$ cat config.mk
export PLATFORM = sky130hd
export DESIGN_NAME = vertical_pattern_sequence_ctrl
export DESIGN_NICKNAME = d
export VERILOG_FILES = /design/src/hdl/vseq_pkg.sv /design/src/hdl/vseq_ctrl.sv
export VERILOG_INCLUDE_DIRS = /design/src /design/src/hdl
export SDC_FILE = /design/constraint.sdc
export NUM_CORES = 1
export LEC_CHECK = 0
export ABC_AREA = 1
export ABC_CLOCK_PERIOD_IN_PS = 7620
export BUFFER_PORTS_ARGS = -buffer_cell sky130_fd_sc_hd__buf_2
export CORE_ASPECT_RATIO = 0.6
export CORE_MARGIN = 1.5
export CORE_UTILIZATION = 61
export DETAILED_ROUTE_END_ITERATION = 10
export GPL_ROUTABILITY_DRIVEN = 1
export PLACE_DENSITY = 0.93
export SYNTH_ARGS = -nofsm -noshare
export SYNTH_HDL_FRONTEND = slang
export SYNTH_SLANG_ARGS = --single-unit
export TNS_END_PERCENT = 30
$ cat constraint.sdc
create_clock -name mclk -period 7.62 [get_ports mclk]
set_clock_uncertainty 0.15 [all_clocks]
set_input_delay 1.524 -clock mclk [delete_from_list [all_inputs] [get_ports mclk]]
set_output_delay 1.524 -clock mclk [all_outputs]
set_load 0.005 [all_outputs]
$ cat src/hdl/vseq_params.svh
/*
 * Constants of the vertical pattern sequencer: widths, group codes and limits.
 * Assumes it is included by the package, by the sequencer and by the bench.
 */
// What this block does
// - repeat group A per first-line to fourth-line 13-bit repetition counts.
// - groups B, C, D use odd or even 13-bit counts by line parity.
// - four hold positions freeze the vertical outputs while masking is enabled and map enable is low.
// - four continue positions let frozen outputs resume normal pattern operation.
// - in alternation, hold positions give the low 13 bits of select words.
// - in alternation, continue positions give the upper five select bits.
// - final repetition uses a separate length when its enable is set.
// - optional fifth toggle position per group, active only when enabled.
// - the fifth toggle acts on all vertical outputs of the group together.
// - alternation mode runs while its one-bit enable is high.
// - map enable turns hold/continue storage into select words; software sets it.
// - select words are 18 bits, one segment per bit, 18 segments maximum.
// - even and odd lines use their own select word pairs.
// - insert enable bits 0..2 insert groups B, C, D into one A repetition.
// - select bits pair as {word1, word0}: 00 A, 01 B, 10 C, 11 D.
// - in alternation, group A first-line count gives segments per line, max 18.
`ifndef VSEQ_PARAMS_SVH
`define VSEQ_PARAMS_SVH

`define VS_POS_W    13
`define VS_SEL_W    18
`define VS_SEL_HI_W 5
`define VS_SEG_W    5
`define VS_VOUT_W   24
`define VS_MAX_SEG  18
`define VS_SPC_W    3
`define VS_GRP_A    2'h0
`define VS_LINE_PRE 2'h3

`endif

$ cat src/hdl/vseq_pkg.sv
/*
 * Types of the vertical pattern sequencer: configuration image and state record.
 * Assumes the constants header is on the include path.
 */
`include "vseq_params.svh"

package vseq_pkg;

    typedef logic [`VS_POS_W-1:0] pos_t;

    typedef enum logic [2:0] {
        ST_IDLE   = 3'b000,
        ST_WAIT   = 3'b001,
        ST_RUN    = 3'b010,
        ST_INSERT = 3'b011,
        ST_ALT    = 3'b100,
        ST_DONE   = 3'b101
    } seq_state_t;

    typedef struct packed {
        logic [3:0][`VS_POS_W-1:0] rep_a;        // group_a_rep first..fourth line
        logic [3:1][`VS_POS_W-1:0] rep_odd;      // group_b/c/d_rep_odd_line
        logic [3:1][`VS_POS_W-1:0] rep_even;     // group_b/c/d_rep_even_line
        logic [3:0][`VS_POS_W-1:0] hold_pos;     // hold_position_one..four
        logic [3:0][`VS_POS_W-1:0] cont_pos;     // continue_position_one..four
        logic [3:0][`VS_POS_W-1:0] pat_len;      // group pattern lengths
        logic [3:0][`VS_POS_W-1:0] final_len;    // final_rep_length_a..d
        logic [3:0][`VS_POS_W-1:0] tog1;         // first toggle of each group
        logic [3:0][`VS_POS_W-1:0] tog2;         // second toggle of each group
        logic [3:0][`VS_POS_W-1:0] fifth_tog;    // fifth_toggle_a..d
        logic [3:0]                final_len_en; // final_rep_length_enable
        logic [3:0]                fifth_en;     // fifth_toggle_enable
        logic                      alt_en;       // seq_alternation_enable
        logic                      map_en;       // select_map_enable
        logic                      mask_en;      // vertical_masking_enable
        logic [`VS_SPC_W-1:0]      spc_en;       // special_insert_enable
        logic [`VS_VOUT_W-1:0]     vpol;         // start polarity per output
    } cfg_t;

    typedef struct packed {
        cfg_t                  cfg;
        seq_state_t            state;
        logic [1:0]            grp;
        pos_t                  rep_cnt;
        pos_t                  pos;
        pos_t                  pixel;
        logic [`VS_SEG_W-1:0]  seg;
        logic [1:0]            line;
        logic                  parity;
        logic                  frozen;
        logic                  busy;
        logic [`VS_VOUT_W-1:0] vout;
    } state_t;

endpackage

$ cat src/hdl/vseq_ctrl.sv
/*
 * Vertical pattern sequencer: plays groups A..D with repetition, insertion,
 * alternation of segments, final-repetition length and output freezing.
 * Assumes line_start and seq_enable are synchronous to mclk and that the
 * configuration image is stable while cfg_load is high.
 */
`include "vseq_params.svh"
`timescale 1ns/1ps
`default_nettype none

module vertical_pattern_sequence_ctrl #(
    parameter int MAX_SEGMENTS = `VS_MAX_SEG
) (
    input  wire logic                  mclk,
    input  wire logic                  rst_n,
    input  wire logic                  clk_en,
    input  wire logic                  seq_enable,
    input  wire logic                  line_start,
    input  wire logic                  cfg_load,
    input  wire vseq_pkg::cfg_t        cfg_in,
    output logic [`VS_VOUT_W-1:0]      vertical_out,
    output logic                       seq_busy,
    output logic                       line_parity,
    output logic                       hold_active
);

    // ------------------------------------------------------------
    // elaboration checks
    // ------------------------------------------------------------
    if (MAX_SEGMENTS < 1 || MAX_SEGMENTS > `VS_MAX_SEG) begin : g_bad_seg
        $error("MAX_SEGMENTS must lie between 1 and the select word width");
    end

    // ------------------------------------------------------------
    // helper functions
    // ------------------------------------------------------------
    function automatic vseq_pkg::pos_t rep_of(input vseq_pkg::cfg_t c, input logic [1:0] g,
                                              input logic par, input logic [1:0] ln);
        if (g == `VS_GRP_A)
            return c.rep_a[ln];
        else if (par)
            return c.rep_odd[g];
        else
            return c.rep_even[g];
    endfunction

    // next group after g with a nonzero count; bit 2 marks a hit
    function automatic logic [2:0] next_grp(input vseq_pkg::cfg_t c, input logic [1:0] g,
                                            input logic par, input logic [1:0] ln);
        logic [2:0] r;
        r = 3'h0;
        for (int k = 3; k >= 1; k--) begin
            if (2'(k) > g && rep_of(c, 2'(k), par, ln) != '0)
                r = {1'b1, 2'(k)};
        end
        return r;
    endfunction

    // next enabled insertion group after g
    function automatic logic [2:0] next_ins(input vseq_pkg::cfg_t c, input logic [1:0] g);
        logic [2:0] r;
        r = 3'h0;
        for (int k = 3; k >= 1; k--) begin
            if (2'(k) > g && c.spc_en[k-1])
                r = {1'b1, 2'(k)};
        end
        return r;
    endfunction

    // select word i: 0 word0 even, 1 word1 even, 2 word0 odd, 3 word1 odd
    function automatic logic [`VS_SEL_W-1:0] sel_word(input vseq_pkg::cfg_t c, input logic [1:0] i);
        if (c.map_en)
            return {c.cont_pos[i][`VS_SEL_HI_W-1:0], c.hold_pos[i]};
        else
            return '0;
    endfunction

    function automatic logic [1:0] sel_code(input vseq_pkg::cfg_t c, input logic par,
                                            input logic [`VS_SEG_W-1:0] s);
        logic [`VS_SEL_W-1:0] w0;
        logic [`VS_SEL_W-1:0] w1;
        w0 = sel_word(c, {par, 1'b0});
        w1 = sel_word(c, {par, 1'b1});
        return {w1[s], w0[s]};
    endfunction

    // all outputs of one group share these toggles, so the group moves as one
    function automatic logic pat_level(input vseq_pkg::cfg_t c, input logic [1:0] g,
                                       input vseq_pkg::pos_t p);
        return (p >= c.tog1[g]) ^ (p >= c.tog2[g])
             ^ (c.fifth_en[g] && p >= c.fifth_tog[g]);
    endfunction

    // ------------------------------------------------------------
    // state
    // ------------------------------------------------------------
    vseq_pkg::state_t       st_reg;
    vseq_pkg::state_t       st_next;
    logic                   hold_hit;
    logic                   cont_hit;
    vseq_pkg::pos_t         rep_tgt;
    vseq_pkg::pos_t         rep_tgt_a;
    logic                   last_rep;
    vseq_pkg::pos_t         cur_len;
    logic                   rep_end;
    logic [`VS_SEG_W-1:0]   alt_cnt;
    logic [1:0]             ln;
    logic                   par;
    logic [2:0]             nx;
    logic                   lvl;
    logic                   playing;

    always_comb begin
        st_next   = st_reg;
        hold_hit  = 1'b0;
        cont_hit  = 1'b0;
        nx        = 3'h0;
        ln        = st_reg.line + 2'h1;
        par       = ~st_reg.parity;
        for (int i = 0; i < 4; i++) begin
            if (st_reg.cfg.hold_pos[i] == st_reg.pixel)
                hold_hit = st_reg.cfg.mask_en && !st_reg.cfg.map_en;
            if (st_reg.cfg.cont_pos[i] == st_reg.pixel)
                cont_hit = st_reg.cfg.mask_en && !st_reg.cfg.map_en;
        end
        rep_tgt   = rep_of(st_reg.cfg, st_reg.grp, st_reg.parity, st_reg.line);
        rep_tgt_a = rep_of(st_reg.cfg, `VS_GRP_A, st_reg.parity, st_reg.line);
        last_rep  = (st_reg.state == vseq_pkg::ST_RUN) && (st_reg.rep_cnt == rep_tgt - 13'h1);
        cur_len   = (last_rep && st_reg.cfg.final_len_en[st_reg.grp]) ? st_reg.cfg.final_len[st_reg.grp]
                                                                      : st_reg.cfg.pat_len[st_reg.grp];
        rep_end   = ({1'b0, st_reg.pos} + 14'h1) >= {1'b0, cur_len};
        alt_cnt   = (st_reg.cfg.rep_a[0] > 13'(MAX_SEGMENTS)) ? 5'(MAX_SEGMENTS)
                                                              : st_reg.cfg.rep_a[0][`VS_SEG_W-1:0];
        playing   = (st_reg.state == vseq_pkg::ST_RUN) || (st_reg.state == vseq_pkg::ST_INSERT)
                 || (st_reg.state == vseq_pkg::ST_ALT);
        lvl       = playing && pat_level(st_reg.cfg, st_reg.grp, st_reg.pos);

        // loading at once keeps the port simple; load between lines to avoid a torn line
        if (cfg_load)
            st_next.cfg = cfg_in;
        st_next.pixel  = st_reg.pixel + 13'h1;
        st_next.frozen = (st_reg.frozen | hold_hit) & ~cont_hit;
        // the hold stage looks at the registered flag, so the output takes one more update from the hit cycle and stops after it
        st_next.vout   = st_reg.frozen ? st_reg.vout : ({`VS_VOUT_W{lvl}} ^ st_reg.cfg.vpol);

        if (!seq_enable) begin
            st_next.state  = vseq_pkg::ST_IDLE;
            st_next.frozen = 1'b0;
        end else if (st_reg.state == vseq_pkg::ST_IDLE) begin
            st_next.state  = vseq_pkg::ST_WAIT;
            st_next.line   = `VS_LINE_PRE;
            st_next.parity = 1'b1;
        end else if (line_start) begin
            st_next.line    = ln;
            st_next.parity  = par;
            st_next.pixel   = '0;
            st_next.frozen  = 1'b0;
            st_next.pos     = '0;
            st_next.rep_cnt = '0;
            st_next.seg     = '0;
            if (st_reg.cfg.alt_en) begin
                if (alt_cnt != '0) begin
                    st_next.state = vseq_pkg::ST_ALT;
                    st_next.grp   = sel_code(st_reg.cfg, par, '0);
                end else begin
                    st_next.state = vseq_pkg::ST_DONE;
                end
            end else if (rep_of(st_reg.cfg, `VS_GRP_A, par, ln) != '0) begin
                st_next.state = vseq_pkg::ST_RUN;
                st_next.grp   = `VS_GRP_A;
            end else begin
                nx            = next_grp(st_reg.cfg, `VS_GRP_A, par, ln);
                st_next.state = nx[2] ? vseq_pkg::ST_RUN : vseq_pkg::ST_DONE;
                st_next.grp   = nx[1:0];
            end
        end else begin
            case (st_reg.state)
                vseq_pkg::ST_RUN: begin
                    st_next.pos = st_reg.pos + 13'h1;
                    if (rep_end) begin
                        st_next.pos     = '0;
                        st_next.rep_cnt = st_reg.rep_cnt + 13'h1;
                        nx = next_ins(st_reg.cfg, `VS_GRP_A);
                        if (st_reg.grp == `VS_GRP_A && st_reg.rep_cnt == '0 && nx[2]) begin
                            st_next.state = vseq_pkg::ST_INSERT;
                            st_next.grp   = nx[1:0];
                        end else if (st_reg.rep_cnt + 13'h1 >= rep_tgt) begin
                            nx              = next_grp(st_reg.cfg, st_reg.grp, st_reg.parity, st_reg.line);
                            st_next.rep_cnt = '0;
                            st_next.state   = nx[2] ? vseq_pkg::ST_RUN : vseq_pkg::ST_DONE;
                            st_next.grp     = nx[1:0];
                        end
                    end
                end
                vseq_pkg::ST_INSERT: begin
                    st_next.pos = st_reg.pos + 13'h1;
                    if (rep_end) begin
                        st_next.pos = '0;
                        nx = next_ins(st_reg.cfg, st_reg.grp);
                        if (nx[2]) begin
                            st_next.grp = nx[1:0];
                        end else if (rep_tgt_a > 13'h1) begin
                            st_next.state = vseq_pkg::ST_RUN;
                            st_next.grp   = `VS_GRP_A;
                        end else begin
                            nx              = next_grp(st_reg.cfg, `VS_GRP_A, st_reg.parity, st_reg.line);
                            st_next.rep_cnt = '0;
                            st_next.state   = nx[2] ? vseq_pkg::ST_RUN : vseq_pkg::ST_DONE;
                            st_next.grp     = nx[1:0];
                        end
                    end
                end
                vseq_pkg::ST_ALT: begin
                    st_next.pos = st_reg.pos + 13'h1;
                    if (rep_end) begin
                        st_next.pos = '0;
                        if (st_reg.seg + 5'h1 < alt_cnt) begin
                            st_next.seg = st_reg.seg + 5'h1;
                            st_next.grp = sel_code(st_reg.cfg, st_reg.parity, st_reg.seg + 5'h1);
                        end else begin
                            st_next.state = vseq_pkg::ST_DONE;
                        end
                    end
                end
                default: begin
                    st_next.pos = st_reg.pos;
                end
            endcase
        end
        st_next.busy = (st_next.state == vseq_pkg::ST_RUN) || (st_next.state == vseq_pkg::ST_INSERT)
                    || (st_next.state == vseq_pkg::ST_ALT);
    end

    // ------------------------------------------------------------
    // registers
    // ------------------------------------------------------------
    always_ff @(posedge mclk or negedge rst_n) begin
        if (!rst_n)
            st_reg <= '0;
        else if (clk_en)
            st_reg <= st_next;
    end

    assign vertical_out = st_reg.vout;
    assign seq_busy     = st_reg.busy;
    assign line_parity  = st_reg.parity;
    assign hold_active  = st_reg.frozen;
endmodule

`default_nettype wire

==> impl_metrics.ini, run 1 <==
[worst_setup_path]
worst_path_dominant_cell_family = simple AND/OR/NAND/NOR gates
cp-end-kind = register
slowest_stage = dfrtp_1
critPathLaunchType = register
crit_type = register to register
cp_max_fo = 32
cp_num_buf_inv = 3
crit_path_frequent_cell = nand2_1
crit_arrival_ns = 7.05
required_ns = 7.99
slowest_delay_ns = 1.03

[cts]
cts_hold_buf = 0
clockBufferDepth = 3
postCtsSetupRepairBufs = 0
clkSinkCount = 610
cts_resized = 0
root_buffer = clkbuf_16
cts_max_level = 2
clk_pin_slew_worst_paths_ns = 0.07
cts_buffers = 55
cts_tree = yes
clk_latency_ns = 0.63

[global_route]
antenna_found_initial = 38
grt_max_degree = 212
grt_usage_pct = 38.5
grt_use_met2_pct = 56.7
top_usage_layer = met2
grt_pass1_wl_mm = 162
met3_usage_pct = 11.0
grtUsageMet1_pct = 52.4
grt.overflow.total = 0
grt_pass1_vias = 28457

[logic_synthesis]
synth_compound_area_share_pct = 10.7
yosysSeqAreaShare_pct = 47.3
synth_xor_area_share_pct = 2.02
postSynthCellCount = 3475
synthMuxAreaShare_pct = 13.6
synthDistinctLibCells = 49
synth-main-ff-cell = dfrtp_1
ys_ff_latch = 610
synth_top_family_by_area = simple AND/OR/NAND/NOR gates
syn-cell-area_sq_um = 32300
async_reset_ff_share_pct = 100
synth_edf_count = 0
avgSynthCellArea_sq_um = 9.28
yosys.area_share.adder_pct = 2.95
synth-simple-area-share_pct = 16.9
synth_warnings = 0
syn-num-nets = 4089

[final_layout]
postLayoutCellArea_sq_um = 37200
layout-drive-gt1-share_pct = 28.0
n_fill_cell = 3733
fin_nets = 4528
largest_reg_flops = 583
area_growth_pct = 15.4
instances_no_fill = 4694

[floorplan]
die_h_um = 181
num_rows = 65
core_sq_um = 52400
io_pins = 565
start_util_pct = 61.6
die_w_um = 300
die_area_sq_um = 54300

[timing]
fin_crit_ns = 6.67
finalSetupTns_ns = 0
fmax_ghz = 0.150
setup_ws_ns = 0.946
final_max_slew_viol_count = 0
worst_pin_slew_ns = 1.12
slew_headroom_pct = 24.5
rsz0062_at_grt = false
final-hold-violation-count = 0
setup_viol = 0
finalCritPeriodShare_pct = 87.6

[route]
ant_nets = 0
viasPerCell = 6.22
vias = 29177
drt-initial-drc-count = 3521
drc = 0
drtPass1Iterations = 6
drt_wl_total_mm = 107
routedWlPerCell_um = 22.9

[pwr]
p_per_area_nw_per_um2 = 330
p_leak_nw = 18.1
ir_worst_vdd_mv = 0.245

[place]
dp.cells = 4560
dpl.hpwl_mm = 76.8
dpl_worst_slack_ns = 1.29
gp_congestion = 1.03
placed_cell_area_sq_um = 35300
io_buffer_count = 564

[outcome]
status = complete, no violations

[run]
maxCapViolations = 0

[worst_hold_path]
min_path_type = register to register
[metrics by stage]
stage	power (mW)	hold slack, ns	util, %
final	12.3	0.325	71.1
after global placement	8.97	0.308	67.3
after floorplan	7.57	0.300	-
after detailed placement	9.13	0.311	67.3
after global routing	12.9	0.349	71.1
after CTS	12.1	0.328	70.9
[path summary, 6_finish.rpt]
check	startpoint	end	depth (start not counted)	slack (ns)
hold reg to reg	vertical_out[13]	vertical_out[13]	2	0.32
max in group asynchronous	rst_n	st_reg[224]	2	5.23
hold / removal	vertical_out[13]	vertical_out[13]	2	0.32
min in group asynchronous	rst_n	st_reg[587]	1	0.72
setup / recovery	st_reg[73]	st_reg[63]	25	0.95
setup reg to reg	st_reg[73]	st_reg[63]	25	0.95
[worst reg2reg max path: stages (launching register included)]
cell       delay [ns]
dfrtp_1          1.03
inv_2            0.35
nor2_4           0.56
buf_4            0.53
nand2_1          0.15
nand4_1          0.14
o2111ai_1        0.11
nor2_1           0.14
o21ai_1          0.12
nor2_4           0.38
nand3_2          0.40
nand2_1          0.15
nand2_1          0.08
ha_1             0.30
nand2_1          0.07
nor2_1           0.10
nand2_1          0.06
nand2_1          0.08
nand2_1          0.06
nand2_1          0.05
nand2_1          0.04
nand2_1          0.10
inv_1            0.08
nor2_1           0.45
nand3_1          0.57
o22ai_1          0.33
[report_power, final]
part           leakage, nW  switching [mW]  total (mW)  internal, mW
Combinational         10.0            3.16        4.93          1.77
Clock                0.932            1.30        2.94          1.65
Sequential            7.12           0.682        4.42          3.74
[cell families (layout without fill, tap and decap cells)]
logic type | Yosys count | count (layout)
adder cells (fa/ha/maj) | 76 | 76
other | 0 | 36
flip-flops | 610 | 610
buffers and inverters | 493 | 973
AO/OA/AOI/OAI | 559 | 559
multiplexers | 390 | 390
AND/OR/NAND/NOR | 1274 | 1274
XOR/XNOR | 73 | 73
[final cells by class]
class,count,area (sq um),area share [%]
Sequential cell,610,15300,41.0
Timing Repair Buffer,585,3090,8.30
Inverter,290,1090,2.93
Antenna cell,36,90.1,0.242
Multi-Input combinational cell,2372,14900,40.1
Tap cell,703,880,2.36
Clock inverter,21,267,0.716
Clock buffer,77,1610,4.33
[layer usage]
metal	vias up	wire [um]
li1	12768	-
met1	13975	42000
met2	1992	46600
met3	436	13100
met4	6	5480
met5	-	65
[synth_stat cells, drive strengths merged (61+ instances only)]
cell | n | share of area [%]
nand3 | 230 | 3.7
a221oi | 72 | 2.0
dfrtp | 610 | 47
clkbuf | 121 | 1.4
mux2 | 389 | 14
buf | 82 | 1.6
ha | 76 | 2.9
a21oi | 226 | 3.5
inv | 284 | 3.3
nand4 | 61 | 1.2
nand2 | 569 | 6.6
nor2 | 349 | 4.3
o21ai | 111 | 1.7
[placed cells by master (no fill, tap or decap), types with 54 or more instances in the layout]
master | Yosys | routed
a21oi_1 | 226 | 226
a221oi_1 | 72 | 72
a22o_1 | 60 | 60
buf_2 | 28 | 563
clkbuf_16 | 0 | 57
dfrtp_1 | 610 | 609
ha_1 | 76 | 76
inv_1 | 274 | 274
mux2_2 | 389 | 389
nand2_1 | 566 | 565
nand3_1 | 221 | 221
nand4_1 | 61 | 61
nor2_1 | 333 | 331
o21ai_0 | 101 | 101
o22ai_1 | 58 | 58
xor2_1 | 54 | 54
No activity file was read; power rests on OpenSTA's default activity.
==> run 2, diff against run 1 <==
ABC_AREA = 0   (was 1)
MAX_ROUTING_LAYER = met4   (was default)
==> run 2 against run 1 <==
Hold slack improved by 0.028 ns. Global-route usage shrank 3.1 points. Sequential share of layout area rose by 0.65 points. Setup slack got worse by 0.21 ns. First-iteration DRC count decreased by 41%. Critical path depth shrank 2. Largest power group is now sequential cells. Flip-flop and latch count is the same. Total power shrank 16%. Largest cell class is now multi-input combinational cells. Critical endpoint is now st_reg[66]. Highest routed layer is now met4. Synthesized cell count decreased by 29%.
==> impl_metrics.ini, run 2 <==
[pwr]
pwr-share-comb_pct = 31.2
swShare_pct = 33.5
ir_worst_vdd_mv = 0.207
pwr-share-seq_pct = 41.8
p_switching_mw = 3.46
p_per_area_nw_per_um2 = 281
intPower_mw = 6.86
pwr-share-clk_pct = 27.1
p_leak_nw = 16.5
total_power_mw = 10.3

[global_route]
grt_usage_pct = 35.4
grt_max_degree = 185
grt.overflow.total = 0
antenna_found_initial = 34
grt_pass1_wl_mm = 141
grt_pass1_vias = 23862

[run]
maxCapViolations = 0

[final_layout]
fin_nets = 3549
n_fill_cell = 3412
largest_reg_flops = 583
multi_input_area_sq_um = 15400
mostFrequentLayoutCell = dfrtp_1
final-seq-area_sq_um = 15300
layout-drive-gt1-share_pct = 44.9
mostFrequentLayoutCells = dfrtp_1 (607), buf_2 (563), mux2_2 (538), mux4_2 (101), nand2_1 (91)
area_growth_pct = 15.8

[floorplan]
start_util_pct = 62.0
die_area_sq_um = 53300
die_w_um = 297
core_sq_um = 51100
num_rows = 64
io_pins = 565
die_h_um = 179

[cts]
postCtsSetupRepairBufs = 0
clockBufferDepth = 3
cts_tree = yes
cts_buffers = 54
clk_pin_slew_worst_paths_ns = 0.07
root_buffer = clkbuf_16
clk_latency_ns = 0.61
cts_hold_buf = 0
cts_resized = 0
cts_max_level = 2
clkSinkCount = 610

[timing]
fmax_ghz = 0.145
fin_crit_ns = 6.88
finalSetupTns_ns = 0
setup_viol = 0
rsz0062_at_grt = false
worst_pin_slew_ns = 1.23
final_max_slew_viol_count = 0
final-hold-violation-count = 0
finalCritPeriodShare_pct = 90.3
slew_headroom_pct = 17.8
hold_ws_ns = 0.353

[worst_setup_path]
crit_type = register to register
required_ns = 7.91
slowest_stage = dfrtp_1
slowest_delay_ns = 0.97
cp_max_fo = 21
cp-end-kind = register
critPathLaunchType = register
crit_arrival_ns = 7.17
crit_chain = mux4_2, o22ai_2, ha_1, nand4_1, nor3_2, nand3_1, o211ai_1, a31oi_1, nor4_4, mux2_1, ha_1, nand2b_1, a211oi_1, o21bai_1, a211oi_1, o221ai_1, buf_4, o311ai_1, buf_4, nand4bb_1, nor2_1, o21ai_0, o21ai_0

[logic_synthesis]
ys_ff_latch = 610
synth_warnings = 0
yosysMostFrequentCell = dfrtp_1
avgSynthCellArea_sq_um = 12.9
syn-num-nets = 3078
synthDistinctLibCells = 72
syn-cell-area_sq_um = 31700
synth_top_cells_by_count = dfrtp_1 (610), mux2_2 (538), clkbuf_1 (111)
async_reset_ff_share_pct = 100
yosys-top-cells-area = dfrtp_1 (48%), mux2_2 (19%), mux4_2 (7.2%)
postSynthCellCount = 2464
synth_top_area_share_pct = 48.2
synth-main-ff-cell = dfrtp_1
yosysTopAreaCell = dfrtp_1
synth_edf_count = 0
yosysSeqAreaShare_pct = 48.2

[worst_hold_path]
min_path_type = register to register

[place]
io_buffer_count = 564
gp_congestion = 0.989
dpl.hpwl_mm = 68.5

[route]
ant_nets = 0
drc = 0
drtPass1Iterations = 6
viasPerCell = 6.19
routedWlPerCell_um = 24.9
vias = 22910
drt-initial-drc-count = 2068
drt_wl_total_mm = 92.1

[outcome]
status = complete, no violations
run 2: critical path, delay by kind of cell (launching register included):
family,cells,cell delay (ns)
muxes,2,1.05
buffers and inverters,2,0.43
DFF,1,0.97
AOI/OAI and AO/OA,10,1.77
adders and majority gates,2,0.51
and+or+nand+nor,7,1.86
run 2: logic make-up after synthesis:
logic type      Yosys count  share of synthesized area, %
mux                     720                          29.0
flops                   610                          48.2
simple gates            438                          7.29
buf+inv                 232                          3.19
compound gates          230                          4.90
xor+xnor                158                          4.37
fa+ha+maj                76                          3.00
run 2: path summary, 6_finish.rpt:
kind | start | endpoint | slack (ns) | cells past startpoint
worst max-delay path | st_reg[27] | st_reg[66] | 0.74 | 23
worst min-delay path | st_reg[367] | st_reg[367] | 0.35 | 1
worst max register to register | st_reg[27] | st_reg[66] | 0.74 | 23
worst min register to register | st_reg[367] | st_reg[367] | 0.35 | 1
max in group asynchronous | rst_n | st_reg[123] | 4.84 | 2
min in group asynchronous | rst_n | st_reg[522] | 0.88 | 1
run 2: through the flow:
stage	cells	instance area (sq um)	setup slack [ns]	utilization, %
final	3702	36700	0.739	71.8
after global routing	3702	36700	0.129	71.8
after CTS	3671	36600	0.792	71.6
after detailed placement	3572	34800	0.833	68.2
after global placement	3572	34800	0.921	68.2
after floorplan	2464	31700	1.83	-
run 2: final cells by class:
cell class	count	share of cell area [%]
Timing Repair Buffer	583	8.25
Inverter	64	0.655
Multi-Input combinational cell	1622	42.1
Tap cell	693	2.36
Clock buffer	78	4.15
Antenna cell	31	0.211
Clock inverter	21	0.672
Sequential cell	610	41.6
run 2: power groups by stage:
stage / Clock, mW / Sequential [mW] / Combinational [mW]
2_1_floorplan: 0 / 3.99 / 2.44
3_3_place_gp: 0 / 4.29 / 3.08
3_5_place_dp: 0 / 4.34 / 3.19
4_1_cts: 2.83 / 4.28 / 3.21
5_1_grt: 2.96 / 4.35 / 3.48
6_report: 2.79 / 4.31 / 3.21
run 2: per-layer routing:
| layer | vias up | share of wire (%) | global-route usage, % |
|---|---|---|---|
| met5 | - | 0 | - |
| met4 | 0 | 3.6 | 12.0 |
| met3 | 200 | 8.5 | 7.94 |
| met2 | 1037 | 47 | 53.3 |
| met1 | 11684 | 41 | 47.8 |
| li1 | 9989 | - | - |
